### src/include/sinc3_nochop_pkg.sv
/*
 constants for the sinc3 decimator with input swapping off.
 assumes a 50 MHz mclk_i and a 32.768 kHz modulator stream.
*/
package sinc3_nochop_pkg;
    // ==========================================================
    // filter sizing
    localparam int unsigned MOD_RATE_HZ = 32768;
    localparam int unsigned RATIO_W = 11;
    localparam int unsigned ACC_W = 34;
    localparam int unsigned RESULT_W = 24;
    localparam logic [7:0] DEC_WORD_RESET = 8'h45;
    localparam logic [7:0] DEC_WORD_MIN_OFF = 8'h03;
    localparam logic [7:0] DEC_WORD_MIN_ON = 8'h0D;
    localparam logic [1:0] SETTLE_DISCARD = 2'h2;
    // ==========================================================
    // register map
    localparam logic [7:0] ADDR_DEC_WORD = 8'h00;
    localparam logic [7:0] ADDR_CTRL = 8'h04;
    localparam logic [7:0] ADDR_DATA = 8'h08;
    localparam logic [7:0] ADDR_STATUS = 8'h0C;
    localparam int unsigned CTRL_SWAP_OFF_N_BIT = 0;
    localparam logic CTRL_SWAP_OFF_N_RESET = 1'b1;
    localparam int unsigned STATUS_READY_BIT = 0;
    localparam int unsigned STATUS_SETTLING_BIT = 1;
    localparam logic [1:0] RESP_OKAY = 2'h0;
    localparam logic [1:0] RESP_SLVERR = 2'h2;
    // ==========================================================
    // output sequencing
    typedef enum logic [1:0] {
        ST_RUN = 2'b01,
        ST_SETTLE = 2'b10
    } settle_state_type;
endpackage : sinc3_nochop_pkg

### src/rtl/sinc3_core.sv
/*
 third-order sinc integrator/comb decimator.
 assumes sample_i pulses once per modulator bit, same clock domain.
*/
`timescale 1ns/1ps
`default_nettype none
module sinc3_core
    import sinc3_nochop_pkg::*;
(
    input wire logic mclk_i,
    input wire logic rst_n_i,
    input wire logic clear_i,
    input wire logic sample_i,
    input wire logic bit_i,
    input wire logic [RATIO_W-1:0] ratio_i,
    output logic out_valid_o,
    output logic [ACC_W-1:0] out_data_o
);
    // ==========================================================
    // integrators and comb, wrapping arithmetic is intended
    logic [ACC_W-1:0] i1_reg, i2_reg, i3_reg, d1_reg, d2_reg, d3_reg;
    logic [RATIO_W-1:0] cnt_reg;
    wire [ACC_W-1:0] c1 = i3_reg - d1_reg;
    wire [ACC_W-1:0] c2 = c1 - d2_reg;
    wire [ACC_W-1:0] c3 = c2 - d3_reg;
    // >= so a shrinking ratio never strands the counter
    wire dec_point = sample_i && (cnt_reg >= ratio_i - 1'b1);
    wire [ACC_W-1:0] bit_ext = {{(ACC_W-1){1'b0}}, bit_i};

    always_ff @(posedge mclk_i or negedge rst_n_i) begin
        if (!rst_n_i) begin
            {i1_reg, i2_reg, i3_reg} <= '0;
            {d1_reg, d2_reg, d3_reg} <= '0;
            cnt_reg <= '0;
            out_valid_o <= 1'b0;
            out_data_o <= '0;
        end else if (clear_i) begin
            {i1_reg, i2_reg, i3_reg} <= '0;
            {d1_reg, d2_reg, d3_reg} <= '0;
            cnt_reg <= '0;
            out_valid_o <= 1'b0;
        end else begin
            out_valid_o <= dec_point;
            if (sample_i) begin
                i1_reg <= i1_reg + bit_ext; // RULE_05
                i2_reg <= i2_reg + i1_reg;
                i3_reg <= i3_reg + i2_reg;
                cnt_reg <= dec_point ? '0 : cnt_reg + 1'b1; // RULE_06
            end
            if (dec_point) begin
                d1_reg <= i3_reg;
                d2_reg <= c1;
                d3_reg <= c2;
                out_data_o <= c3; // RULE_05
            end
        end
    end
endmodule : sinc3_core
`default_nettype wire

### src/rtl/sinc3_decimator_nochop.sv
/*
 sinc3 decimator with output sequencing and an AXI4-Lite register slave.
 assumes mod_clk_i/mod_bit_i come from the modulator pins (asynchronous)
 and channel_i comes from logic on mclk_i.
*/
// The placing of the registers and the AXI4-Lite register port were decided locally.
// Functional notes
// RULE_01: swap-off bit 1 gives 16.06 Hz-1.365 kHz
// RULE_02: swap off accepts words 3 to 255
// RULE_03: decimation word resets to 69 (45h)
// RULE_04: effective ratio is eight times the word
// RULE_05: sinc3 filter, one word per period
// RULE_06: rate is modulator rate over ratio
// RULE_07: channel change restarts settling
// RULE_08: sync change: withhold until third result
// RULE_09: unsynced steps keep results flowing
// RULE_10: software recalibrates offset after gain/temperature change
// RULE_11: swap on clamps word below 13 up
// RULE_12: word or swap-bit write resyncs filter
`timescale 1ns/1ps
`default_nettype none
module sinc3_decimator_nochop
    import sinc3_nochop_pkg::*;
#(
    parameter int unsigned CHAN_W = 4
) (
    input wire logic mclk_i,
    input wire logic rst_n_i,
    input wire logic mod_clk_i,
    input wire logic mod_bit_i,
    input wire logic [CHAN_W-1:0] channel_i,
    output logic [RESULT_W-1:0] result_o,
    output logic result_valid_o,
    output logic settling_o,
    input wire logic [7:0] s_axi_awaddr,
    input wire logic s_axi_awvalid,
    output logic s_axi_awready,
    input wire logic [31:0] s_axi_wdata,
    input wire logic [3:0] s_axi_wstrb,
    input wire logic s_axi_wvalid,
    output logic s_axi_wready,
    output logic [1:0] s_axi_bresp,
    output logic s_axi_bvalid,
    input wire logic s_axi_bready,
    input wire logic [7:0] s_axi_araddr,
    input wire logic s_axi_arvalid,
    output logic s_axi_arready,
    output logic [31:0] s_axi_rdata,
    output logic [1:0] s_axi_rresp,
    output logic s_axi_rvalid,
    input wire logic s_axi_rready
);
    // ==========================================================
    // pin synchronisers
    logic mclk_s1_reg, mclk_s2_reg, mclk_s3_reg, bit_s1_reg, bit_s2_reg;
    always_ff @(posedge mclk_i or negedge rst_n_i) begin
        if (!rst_n_i) begin
            {mclk_s1_reg, mclk_s2_reg, mclk_s3_reg} <= 3'h0;
            {bit_s1_reg, bit_s2_reg} <= 2'h0;
        end else begin
            {mclk_s1_reg, mclk_s2_reg, mclk_s3_reg} <= {mod_clk_i, mclk_s1_reg, mclk_s2_reg};
            {bit_s1_reg, bit_s2_reg} <= {mod_bit_i, bit_s1_reg};
        end
    end
    wire sample = mclk_s2_reg && !mclk_s3_reg;

    // ==========================================================
    // bus write path: address and data are taken in either order
    logic aw_hold_reg, w_hold_reg;
    logic [7:0] aw_addr_reg;
    logic [31:0] w_data_reg;
    logic [3:0] w_strb_reg;
    assign s_axi_awready = !aw_hold_reg;
    assign s_axi_wready = !w_hold_reg;
    wire do_write = aw_hold_reg && w_hold_reg && !s_axi_bvalid;
    wire wr_dec = do_write && aw_addr_reg == ADDR_DEC_WORD && w_strb_reg[0];
    wire wr_ctrl = do_write && aw_addr_reg == ADDR_CTRL && w_strb_reg[0];
    wire wr_mapped = aw_addr_reg == ADDR_DEC_WORD || aw_addr_reg == ADDR_CTRL;

    always_ff @(posedge mclk_i or negedge rst_n_i) begin
        if (!rst_n_i) begin
            {aw_hold_reg, w_hold_reg, s_axi_bvalid} <= 3'h0;
            aw_addr_reg <= 8'h00;
            w_data_reg <= 32'h0000_0000;
            w_strb_reg <= 4'h0;
            s_axi_bresp <= RESP_OKAY;
        end else begin
            if (s_axi_awvalid && !aw_hold_reg) begin
                aw_hold_reg <= 1'b1;
                aw_addr_reg <= s_axi_awaddr;
            end
            if (s_axi_wvalid && !w_hold_reg) begin
                w_hold_reg <= 1'b1;
                w_data_reg <= s_axi_wdata;
                w_strb_reg <= s_axi_wstrb;
            end
            if (do_write) begin
                {aw_hold_reg, w_hold_reg, s_axi_bvalid} <= 3'b001;
                s_axi_bresp <= wr_mapped ? RESP_OKAY : RESP_SLVERR;
            end else if (s_axi_bvalid && s_axi_bready) begin
                s_axi_bvalid <= 1'b0;
            end
        end
    end

    // ==========================================================
    // control registers and effective ratio
    logic [7:0] dec_word_reg;
    logic swap_off_n_reg;
    logic [CHAN_W-1:0] chan_prev_reg;
    always_ff @(posedge mclk_i or negedge rst_n_i) begin
        if (!rst_n_i) begin
            dec_word_reg <= DEC_WORD_RESET; // RULE_03
            swap_off_n_reg <= CTRL_SWAP_OFF_N_RESET;
            chan_prev_reg <= '0;
        end else begin
            if (wr_dec) dec_word_reg <= w_data_reg[7:0];
            if (wr_ctrl) swap_off_n_reg <= w_data_reg[CTRL_SWAP_OFF_N_BIT];
            chan_prev_reg <= channel_i;
        end
    end
    // minimum depends on the swap mode; 255 is the top of an 8-bit word
    wire [7:0] word_min = swap_off_n_reg ? DEC_WORD_MIN_OFF : DEC_WORD_MIN_ON; // RULE_01
    wire [7:0] word_eff = dec_word_reg < word_min ? word_min : dec_word_reg; // RULE_02 RULE_11
    wire [RATIO_W-1:0] ratio = {word_eff, 3'b000}; // RULE_04
    wire chan_change = channel_i != chan_prev_reg; // RULE_07
    wire sync_change = chan_change || wr_dec || wr_ctrl; // RULE_12

    // ==========================================================
    // filter
    logic filt_valid;
    logic [ACC_W-1:0] filt_data;
    sinc3_core u_sinc3 (
        .mclk_i(mclk_i),
        .rst_n_i(rst_n_i),
        .clear_i(sync_change),
        .sample_i(sample),
        .bit_i(bit_s2_reg),
        .ratio_i(ratio),
        .out_valid_o(filt_valid),
        .out_data_o(filt_data)
    );
    // top bits only: small ratios leave low-order codes in the result
    wire [RESULT_W-1:0] filt_top = filt_data[ACC_W-1 -: RESULT_W];

    // ==========================================================
    // output sequencing: withhold two outputs after a sync change
    settle_state_type state_reg, state_next;
    logic [1:0] discard_reg;
    logic ready_reg;
    wire deliver = filt_valid && !sync_change && (state_reg == ST_RUN || discard_reg == 2'h0);
    wire rd_data = s_axi_arvalid && !s_axi_rvalid && s_axi_araddr == ADDR_DATA;

    always_comb begin
        state_next = state_reg;
        case (state_reg)
            ST_RUN: state_next = ST_RUN; // RULE_09
            ST_SETTLE: if (deliver) state_next = ST_RUN;
            default: state_next = ST_SETTLE;
        endcase
        if (sync_change) state_next = ST_SETTLE; // RULE_08
    end

    always_ff @(posedge mclk_i or negedge rst_n_i) begin
        if (!rst_n_i) begin
            state_reg <= ST_SETTLE;
            discard_reg <= SETTLE_DISCARD;
            result_o <= '0;
            result_valid_o <= 1'b0;
            ready_reg <= 1'b0;
        end else begin
            state_reg <= state_next;
            result_valid_o <= deliver;
            if (sync_change) begin
                discard_reg <= SETTLE_DISCARD; // RULE_08
            end else if (filt_valid && state_reg == ST_SETTLE && discard_reg != 2'h0) begin
                discard_reg <= discard_reg - 2'h1; // RULE_08
            end
            if (deliver) result_o <= filt_top; // RULE_09
            // a new result in the read cycle keeps the flag set
            ready_reg <= deliver || (ready_reg && !rd_data);
        end
    end
    assign settling_o = state_reg == ST_SETTLE;

    // ==========================================================
    // bus read path
    wire [31:0] rd_mux =
        s_axi_araddr == ADDR_DEC_WORD ? {24'h00_0000, dec_word_reg} :
        s_axi_araddr == ADDR_CTRL ? {31'h0000_0000, swap_off_n_reg} :
        s_axi_araddr == ADDR_DATA ? {8'h00, result_o} :
        {30'h0000_0000, settling_o, ready_reg};
    wire rd_mapped = s_axi_araddr[7:4] == 4'h0 && s_axi_araddr[1:0] == 2'h0;
    assign s_axi_arready = !s_axi_rvalid;
    always_ff @(posedge mclk_i or negedge rst_n_i) begin
        if (!rst_n_i) begin
            s_axi_rvalid <= 1'b0;
            s_axi_rdata <= 32'h0000_0000;
            s_axi_rresp <= RESP_OKAY;
        end else if (s_axi_arvalid && !s_axi_rvalid) begin
            s_axi_rvalid <= 1'b1;
            s_axi_rdata <= rd_mapped ? rd_mux : 32'h0000_0000;
            s_axi_rresp <= rd_mapped ? RESP_OKAY : RESP_SLVERR;
        end else if (s_axi_rready) begin
            s_axi_rvalid <= 1'b0;
        end
    end
endmodule : sinc3_decimator_nochop
`default_nettype wire

### config.mk
export PLATFORM = sky130hd
export DESIGN_NAME = sinc3_decimator_nochop
export DESIGN_NICKNAME = d
export VERILOG_FILES = /design/src/include/sinc3_nochop_pkg.sv /design/src/rtl/sinc3_core.sv /design/src/rtl/sinc3_decimator_nochop.sv
export SDC_FILE = /design/constraint.sdc
export NUM_CORES = 1
export LEC_CHECK = 0
export ABC_AREA = 1
export BUFFER_PORTS_ARGS = -buffer_cell sky130_fd_sc_hd__buf_4
export CORE_ASPECT_RATIO = 0.8
export CORE_MARGIN = 2
export CORE_UTILIZATION = 51
export DETAILED_ROUTE_END_ITERATION = 8
export GPL_ROUTABILITY_DRIVEN = 1
export GPL_TIMING_DRIVEN = 0
export PLACE_DENSITY_LB_ADDON = 0.2
export SYNTH_ARGS = -nofsm -noshare
export SYNTH_HDL_FRONTEND = slang
export SYNTH_SLANG_ARGS = --single-unit
### constraint.sdc
create_clock -name mclk_i -period 5.3 [get_ports mclk_i]
set_clock_uncertainty 0.05 [all_clocks]
set_input_delay 0.265 -clock mclk_i [delete_from_list [all_inputs] [get_ports mclk_i]]
set_output_delay 0.265 -clock mclk_i [all_outputs]
set_load 0.03 [all_outputs]
==> impl_metrics.toml, run 1 <==
[detailed_routing]
wl_per_cell_um = 18.5
route.met3.wl_um = 6010
wl_met2_um = 29900
drc_errors = 0
top_layer_used = "met5"
viasPerCell = 5.58
first_pass_iters = 6
routed_wl_um = 71800
drtIter0Drc = 1640
wl_met1_um = 34800
antenna_left = 0
vias = 21600

[layout]
area_growth_pct = 23.8
fin_util = 0.636
drive_above_1_share = 0.163
layout_common_cells = "nand2_1 (643), inv_1 (403), dfrtp_1 (328)"
num-fill-cells = 3836
fin_cells = 3877
nNetsFinal = 3495
layout_commonest_cell = "nand2_1"

[logic_synthesis]
synthSimpleGateAreaFrac = 0.209
synthAdderAreaFrac = 0.104
synthFlopType = "dfrtp_1"
muxShareOfSynthArea = 0.00249
synth_compound_area_frac = 0.189
synth_edf_count = 0
synthXorXnorAreaFrac = 0.0410
synth-async-reset-ratio = 1.00
ys_warn_count = 0
ys_seq_elements = 335
syn_area_sq_um = 22600
synth.distinct_cells = 58
avgSynthCellArea_sq_um = 7.52
synth_top_family_by_area = "simple AND/OR/NAND/NOR gates"
synth-seq-area-share = 0.371
syn-instance-count = 3011

[grt]
grt.overflow.total = 0
grt_pass1_vias = 20100
grt_pass1_wl_um = 110000
grt_max_degree = 126
track_usage = 0.306
antenna_found_initial = 3

[power_and_ir_drop]
p_leak_nw = 13.9
p_per_area_nw_per_um2 = 214
ir_worst_vdd_mv = 0.262

[clock_tree]
clock-sinks = 335
clkTransAtPathRegs_ns = 0.06
cts_buffers = 38
cts_buffer_depth = 3
clk_latency_ns = 0.57
cts_tree = "yes"
htree_levels = 2
cts_root_buffer = "clkbuf_16"

[worst_hold_path]
hold_class = "in -> reg"

[setup_path]
critPathKind = "reg -> reg"
reg2reg_depth = 29
max_stage_delay_ns = 0.42
rrSetupSlack_ns = 0.03
end_kind = "flop"
worst_path_max_delay_cell = "dfrtp_1"
cp-start-kind = "flop"
r2r_end = "u_sinc3.out_data_o[32]$_DFFE_PN0P_"
cp_top_family = "compound AO/OA/AOI/OAI gates"
r2r_start = "u_sinc3.d1_reg[0]$_DFFE_PN0P_"
crit_arrival_ns = 5.67
worst-path-stages = 29
cp_num_buf_inv = 4
cp_max_fo = 6
startpoint = "u_sinc3.d1_reg[0]$_DFFE_PN0P_"
required_ns = 5.70
crit_path_end = "u_sinc3.out_data_o[32]$_DFFE_PN0P_"

[floorplanning]
core-area_sq_um = 44100
die-area_sq_um = 46100
io_pins = 132
floorplan.die.width_um = 240
initial_core_util = 0.513
row_count = 69
die_h_um = 192

[status]
status = "finished clean"

[timing]
max-slew-margin-rel = 0.312
worst_slew_pin_slew_ns = 1.02
slew_viol_final = 0
setup_viol = 0
worst_slack_ns = 0.0306
hold_ws_ns = 0.0404
period_minus_slack_ns = 5.27
timing.fmax_mhz = 190
rsz0062_at_grt = "true"
period_share = 0.994
hold_viol = 0

[placement]
io_buffers = 94
hpwlAfterDp_um = 54600
gp_routability_congestion = 0.972
dp_cells = 3719
place_ws_ns = -1.43

[flow_run]
drv_cap = 0
[metrics by stage]
| stage | total power [mW] | cell area (sq um) | setup TNS (ns) |
|---|---|---|---|
| after floorplan | 2.98 | 22700 | 0 |
| after detailed placement | 3.17 | 24200 | -16.16 |
| final | 6.01 | 28000 | 0 |
| after global routing | 6.22 | 28000 | -1.47 |
| after global placement | 3.14 | 24100 | -15.97 |
| after CTS | 6.06 | 27100 | -0.0542 |
[synth_stat cells, drive strengths merged, types with 2 or more instances]
library cell / n / area share
a21boi: 11 / 0.0036
a21o: 35 / 0.012
a21oi: 257 / 0.057
a221oi: 2 / 0.00077
a22o: 6 / 0.0023
a31oi: 24 / 0.0066
and2: 3 / 0.00083
buf: 36 / 0.0089
clkbuf: 30 / 0.0050
dfrtp: 329 / 0.36
dfstp: 6 / 0.0070
fa: 4 / 0.0035
ha: 182 / 0.10
inv: 421 / 0.070
mux2: 5 / 0.0025
nand2: 677 / 0.11
nand3: 103 / 0.023
nand3b: 4 / 0.0013
nand4: 31 / 0.0092
nor2: 225 / 0.039
nor3: 55 / 0.014
nor4: 22 / 0.0064
o2111ai: 5 / 0.0019
o211ai: 10 / 0.0033
o21a: 15 / 0.0050
o21ai: 294 / 0.065
o21bai: 18 / 0.0060
o221ai: 11 / 0.0043
o22ai: 58 / 0.016
o311ai: 3 / 0.0012
o31ai: 5 / 0.0017
or2: 10 / 0.0028
xnor2: 42 / 0.016
xor2: 64 / 0.025
[what timing repair did]
item,CTS,global route
hold endpoints to repair,118,0
cloned,0,0
pin swaps,48,61
endpoints found under the setup margin,23,21
hold buffers,28,0
gates resized for setup,169,170
buffers inserted,39,21
[worst min-delay path, cell delays in order]
cell	delay, ns
buf_4	0.08
nor2_1	0.03
nand2_1	0.09
nor2_1	0.07
nor2_1	0.08
[worst min-delay path by stage]
stage	startpoint	to	slack [ns]	cells past startpoint
after global placement	bit_s1_reg$_DFF_PN0_	bit_s2_reg$_DFF_PN0_	0.28	0
after global routing	s_axi_araddr[0]	s_axi_rresp[1]$_DFFE_PN0P_	0.10	5
final	s_axi_araddr[0]	s_axi_rresp[1]$_DFFE_PN0P_	0.04	5
after floorplan	rst_n_i	aw_addr_reg[0]$_DFFE_PN0P_	-0.08	0
after CTS	s_axi_araddr[0]	s_axi_rresp[1]$_DFFE_PN0P_	0.02	5
after detailed placement	rst_n_i	result_valid_o$_DFF_PN0_	0.27	1
[power breakdown]
part	leakage (nW)	switching (mW)	internal (mW)	total, mW
Clock	0.657	1.14	1.73	2.87
Sequential	4.45	0.0472	2.65	2.69
Combinational	8.82	0.295	0.151	0.446
[metal layers]
layer	up-vias	global-route usage
li1	10500	-
met1	10400	0.462
met2	651	0.440
met3	83	0.0770
met4	2	0.0659
met5	-	0
[area by class of cell]
class / instances / area, sq um / share of cell area
repair buffers: 184 / 1550 / 0.0552
diodes: 1 / 2.50 / 0.0000892
clock inverters: 15 / 230 / 0.00821
well taps: 603 / 754 / 0.0269
inverters: 421 / 1580 / 0.0565
clock buffers: 54 / 1120 / 0.0400
multi-input cells: 2198 / 14100 / 0.503
flip-flops and latches: 335 / 8390 / 0.299
plain buffers: 66 / 314 / 0.0112
[logic make-up (layout without fill, tap and decap cells)]
group,Yosys count,count (layout)
buffers and inverters,487,740
AND/OR/NAND/NOR,1131,1131
multiplexers,5,5
AO/OA/AOI/OAI,760,760
flip-flops,335,335
XOR/XNOR,106,106
other,1,11
adder cells (fa/ha/maj),186,186
No activity file was read; power rests on OpenSTA's default activity.
==> inputs of run 2 (changes only) <==
- BUFFER_PORTS_ARGS: -buffer_cell sky130_fd_sc_hd__buf_4 -> -buffer_cell sky130_fd_sc_hd__buf_2
==> run 2 against run 1 <==
  * First-iteration DRC count is 2.3% lower
  * Sequential share of layout area is 0.42 points higher
  * Global-route usage is 0.64 points lower
  * Cell area down 1.4%
  * Combinational power decreased by 3%
  * Critical endpoint is now u_sinc3.out_data_o[33]$_DFFE_PN0P_
  * Largest cell class unchanged
  * Largest power group unchanged
==> impl_metrics.toml, run 2 (synthesis gave the netlist of run 1 again) <==
[status]
status = "finished clean"

[grt]
grt_pass1_wl_um = 109000
track_usage = 0.300
grt_max_degree = 115
grt.overflow.total = 0
antenna_found_initial = 1
grt_pass1_vias = 20300

[clock_tree]
cts_root_buffer = "clkbuf_16"
cts_buffer_depth = 3
clk_latency_ns = 0.59
clkTransAtPathRegs_ns = 0.06
htree_levels = 2
cts_tree = "yes"
clock-sinks = 335
cts_buffers = 39

[layout]
nNetsFinal = 3491
diodes = 0
fin_util = 0.627
layout_commonest_cell = "nand2_1"
layout_common_cells = "nand2_1 (643), inv_1 (401), dfrtp_1 (328)"
fin_area_sq_um = 27700
area_growth_pct = 22.1
num-fill-cells = 3900
drive_above_1_share = 0.161

[setup_path]
r2r_end = "u_sinc3.out_data_o[33]$_DFFE_PN0P_"
startpoint = "u_sinc3.i3_reg[12]$_DFFE_PN0P_"
worst_path_max_delay_cell = "ha_2"
rrSetupSlack_ns = 0.08
r2r_start = "u_sinc3.i3_reg[12]$_DFFE_PN0P_"
crit_top_cell = "nand2_1"
crit_arrival_ns = 5.63
end_kind = "flop"
required_ns = 5.71
crit_path_end = "u_sinc3.out_data_o[33]$_DFFE_PN0P_"
worst-path-stages = 23
cp_top_family = "compound AO/OA/AOI/OAI gates"
cp_max_fo = 5
max_stage_delay_ns = 0.44
critPathKind = "reg -> reg"
cp-start-kind = "flop"
crit_chain = "ha_2 -> nand2_1 -> o21ai_0 -> a21oi_1 -> nand2_2 -> xor2_1 -> ha_1 -> a21oi_1 -> o21a_1 -> o21ai_0 -> nand2_1 -> nand4_1 -> xor2_4 -> ha_4 -> a21o_1 -> a21boi_4 -> o221ai_2 -> nor2_1 -> nand3_2 -> inv_1 -> nand2_1 -> nand3_1 -> nand2_1"
reg2reg_depth = 23
cp_num_buf_inv = 1

[detailed_routing]
antenna_left = 0
drtIter0Drc = 1603
vias = 21500
drc_errors = 0
wl_per_cell_um = 18.1
routed_wl_um = 70100
viasPerCell = 5.56
first_pass_iters = 5

[timing]
hold_viol = 0
worst_slew_pin_slew_ns = 1.17
timing.fmax_mhz = 191
max-slew-margin-rel = 0.211
tns_ns = 0
slew_viol_final = 0
period_minus_slack_ns = 5.22
period_share = 0.985
setup_viol = 0

[floorplanning]
core-area_sq_um = 44100
initial_core_util = 0.513
die_h_um = 192
io_pins = 132
row_count = 69
die-area_sq_um = 46100
floorplan.die.width_um = 240

[placement]
placed_area_sq_um = 24000
hpwlAfterDp_um = 53200
gp_routability_congestion = 0.912
io_buffers = 94

[flow_run]
drv_cap = 0

[worst_hold_path]
hold_class = "in -> reg"

[power_and_ir_drop]
ir_worst_vdd_mv = 0.211
p_leak_nw = 13.8
p_per_area_nw_per_um2 = 213
run 2: cell count changes in the layout (fill, tap and decap cells not counted), moves of 4 or more:
cell      before  now
o21ai_1       21   17
buf_4        157   58
a21oi_2       23   30
buf_2         23  116
a21oi_1      225  220
clkbuf_1      36   43
clkbuf_8       9    5
run 2: worst min-delay path by stage:
stage                                from                     endpoint  cells after the start
CTS                       s_axi_araddr[4]   s_axi_rresp[1]$_DFFE_PN0P_                      5
finish                    s_axi_araddr[4]   s_axi_rresp[1]$_DFFE_PN0P_                      5
global placement    mclk_s1_reg$_DFF_PN0_        mclk_s2_reg$_DFF_PN0_                      0
floorplan                         rst_n_i   aw_addr_reg[0]$_DFFE_PN0P_                      0
detailed placement                rst_n_i  s_axi_rdata[16]$_DFFE_PN0P_                      1
global route              s_axi_araddr[6]   s_axi_rresp[1]$_DFFE_PN0P_                      5
run 2: metrics by stage:
stage               setup WS [ns]  hold WS, ns  std cells  power [mW]
floorplan                  0.0969      -0.0806       3020        2.98
global placement            -2.61        0.282       3717        3.13
detailed placement          -1.29        0.176       3720        3.15
CTS                       -0.0232      0.00732       3848        5.93
global route               -0.132        0.113       3873        6.09
finish                     0.0778       0.0449       3873        5.88
run 2: what timing repair did:
item	CTS	global route
buffers inserted	27	25
pin swaps	43	74
setup endpoints to repair	19	18
resized for setup	129	204
hold endpoints to repair	92	0
hold buffers	30	0
run 2: routing by layer:
metal  vias to the layer above  wire [um]  global-route usage
met5                         -          0                   0
met4                         0       1320              0.0673
met3                        90       5060              0.0545
met2                       649      29500               0.445
met1                     10300      34200               0.452
li1                      10500          -                   -
run 2: area by class of cell:
class                           count  area (sq um)  share of cell area
Multi-Input combinational cell   2198         14000               0.507
Timing Repair Buffer              179          1290              0.0468
Buffer                             66           314              0.0114
Tap cell                          603           754              0.0273
Clock inverter                     14           191             0.00692
Sequential cell                   335          8390               0.303
Clock buffer                       57          1090              0.0395
Inverter                          421          1580              0.0572
run 2: power by group:
group / leakage, nW / switching, mW / internal [mW]
sequential: 4.45 / 0.0431 / 2.65
combinational: 8.69 / 0.293 / 0.138
clock: 0.623 / 1.16 / 1.60
run 2: worst register-to-register path: stages, from the launching register on:
cell and delay [ns]:
dfrtp_1 0.40, ha_2 0.44, nand2_1 0.11, o21ai_0 0.34, a21oi_1 0.14, nand2_2 0.18, xor2_1 0.36, ha_1 0.44
a21oi_1 0.30, o21a_1 0.24, o21ai_0 0.11, nand2_1 0.08, nand4_1 0.22, xor2_4 0.39, ha_4 0.28, a21o_1 0.22
a21boi_4 0.21, o221ai_2 0.13, nor2_1 0.15, nand3_2 0.10, inv_1 0.06, nand2_1 0.05, nand3_1 0.06, nand2_1 0.06
==> inputs of run 3 (changes only) <==
- CORE_UTILIZATION: 51 -> 25
==> run 3 against run 2 <==
  * Cell area increased by 2.0%
  * Via count decreased by 3.8%
  * Largest cell class unchanged
  * Sequential power about the same
  * Register-to-register slack got worse by 0.02 ns
  * Sequential share of layout area decreased by 0.59 points
  * Critical path depth increased by 8
  * Combinational power increased by 4%
==> impl_metrics.toml, run 3 (synthesis gave the netlist of run 1 again) <==
[grt]
antenna_found_initial = 3
grt.overflow.total = 0
track_usage = 0.155
grt_max_degree = 105
grt_pass1_wl_um = 115000
grt_pass1_vias = 19500

[layout]
area_growth_pct = 24.5
fin_util = 0.315
layout_common_cells = "nand2_1 (644), inv_1 (405), dfrtp_1 (328)"
drive_above_1_share = 0.155
fin_area_sq_um = 28200
layout_commonest_cell = "nand2_1"
nNetsFinal = 3481

[timing]
slew_viol_final = 0
setup_viol = 0
period_share = 0.988
hold_viol = 0
worst_slack_ns = 0.0615
worst_slew_pin_slew_ns = 1.27
max-slew-margin-rel = 0.143
rsz0062_at_grt = "true"
timing.fmax_mhz = 191
period_minus_slack_ns = 5.24

[setup_path]
worst_path_max_delay_cell = "ha_2"
r2r_start = "u_sinc3.i3_reg[0]$_DFFE_PN0P_"
rrSetupSlack_ns = 0.06
required_ns = 5.72
cp-start-kind = "flop"
end_kind = "flop"
crit_top_cell = "nand3_2"
max_stage_delay_ns = 0.37
crit_arrival_ns = 5.66
startpoint = "u_sinc3.i3_reg[0]$_DFFE_PN0P_"
r2r_end = "u_sinc3.out_data_o[33]$_DFFE_PN0P_"
reg2reg_depth = 31
critPathKind = "reg -> reg"
cp_max_fo = 5

[status]
status = "finished clean"

[clock_tree]
clkTransAtPathRegs_ns = 0.06
cts_buffer_depth = 3
cts_buffers = 39
cts_root_buffer = "clkbuf_16"
clock-sinks = 335
clk_latency_ns = 0.58
htree_levels = 2
cts_tree = "yes"

[floorplanning]
row_count = 98
initial_core_util = 0.253
die_h_um = 273
die-area_sq_um = 93000
io_pins = 132
floorplan.die.width_um = 340
core-area_sq_um = 89500

[worst_hold_path]
hold_class = "in -> reg"
hold_path_startpoint = "s_axi_awvalid"
min_path_cells = 3
min_to = "aw_addr_reg[3]$_DFFE_PN0P_"

[detailed_routing]
routed_wl_um = 74100
wl_met2_um = 27000
wl_per_cell_um = 16.6
top_layer_used = "met4"
drtIter0Drc = 1421
first_pass_iters = 5
route.met3.wl_um = 4630
antenna_left = 0
wl_met1_um = 41700
drc_errors = 0
viasPerCell = 4.64
vias = 20700

[power_and_ir_drop]
p_leak_nw = 13.7
finalPower_mw = 6.11
p_per_area_nw_per_um2 = 217
ir_worst_vdd_mv = 0.221

[placement]
place_ws_ns = -1.50
placed_area_sq_um = 24700
io_buffers = 94
gp_routability_congestion = 0.886
hpwlAfterDp_um = 57800

[flow_run]
drv_cap = 0
## run 3: cell count changes in the layout (fill, tap and decap cells not counted), sizes merged
cell	previous run	this run
buf	185	174
bufinv	3	6
clkbuf	87	85
clkinv	5	6
clkinvlp	2	3
diode	0	2
dlygate4sd3	30	31
inv	425	422
## run 3: what timing repair did
| item | CTS | global route |
|---|---|---|
| hold endpoints to repair | 137 | 0 |
| endpoints found under the setup margin | 22 | 24 |
| hold buffers | 31 | 0 |
| resized for setup | 88 | 219 |
| pin swaps | 27 | 64 |
| setup buffers | 14 | 27 |
## run 3: final cells by class
| type | instances | area, sq um |
|---|---|---|
| diodes | 2 | 5.00 |
| plain buffers | 66 | 315 |
| clock buffers | 55 | 1120 |
| clock inverters | 16 | 256 |
| fillers | 9697 | 61300 |
| inverters | 421 | 1580 |
| multi-input cells | 2198 | 13800 |
| flip-flops and latches | 335 | 8390 |
| well taps | 1200 | 1500 |
| repair buffers | 169 | 1200 |
## run 3: metrics by stage
step | TNS [ns] | cells | hold WS (ns)
after floorplan | 0 | 3020 | -0.0806
after global placement | -1089.63 | 4314 | 0.282
after detailed placement | -15.92 | 4317 | 0.137
after CTS | -0.227 | 4433 | 0.0417
after global routing | -0.879 | 4460 | 0.0666
final | 0 | 4462 | 0.0854
## run 3: where the power goes
| part | internal [mW] | switching [mW] |
|---|---|---|
| Clock | 1.77 | 1.20 |
| Combinational | 0.137 | 0.311 |
| Sequential | 2.65 | 0.0413 |
| Total | 4.56 | 1.55 |
## run 3: layer usage
layer  global-route usage  vias up
met5                    0        -
met4               0.0235        0
met3               0.0319       50
met2                0.197      442
met1                0.261     9701
li1                     -    10500
## run 3: worst max path at each step
stage          cells past startpoint                                  to  slack, ns
2_1_floorplan                     33  u_sinc3.out_data_o[32]$_DFFE_PN0P_        0.1
4_1_cts                           31  u_sinc3.out_data_o[32]$_DFFE_PN0P_      -0.08
6_report                          31  u_sinc3.out_data_o[33]$_DFFE_PN0P_       0.06
3_5_place_dp                      31  u_sinc3.out_data_o[33]$_DFFE_PN0P_      -1.50
5_1_grt                           35  u_sinc3.out_data_o[32]$_DFFE_PN0P_      -0.15
3_3_place_gp                       1       u_sinc3.i1_reg[3]$_DFFE_PN0P_      -3.33
## run 3: worst max-delay path, delay by kind of cell, from the launching register on
| family | cells | cell delay, ns |
|---|---|---|
| XOR/XNOR | 2 | 0.43 |
| AND/OR/NAND/NOR | 16 | 1.87 |
| flip-flops | 1 | 0.36 |
| buffers and inverters | 4 | 0.45 |
| AO/OA/AOI/OAI | 5 | 0.73 |
| adder cells (fa/ha/maj) | 4 | 1.23 |
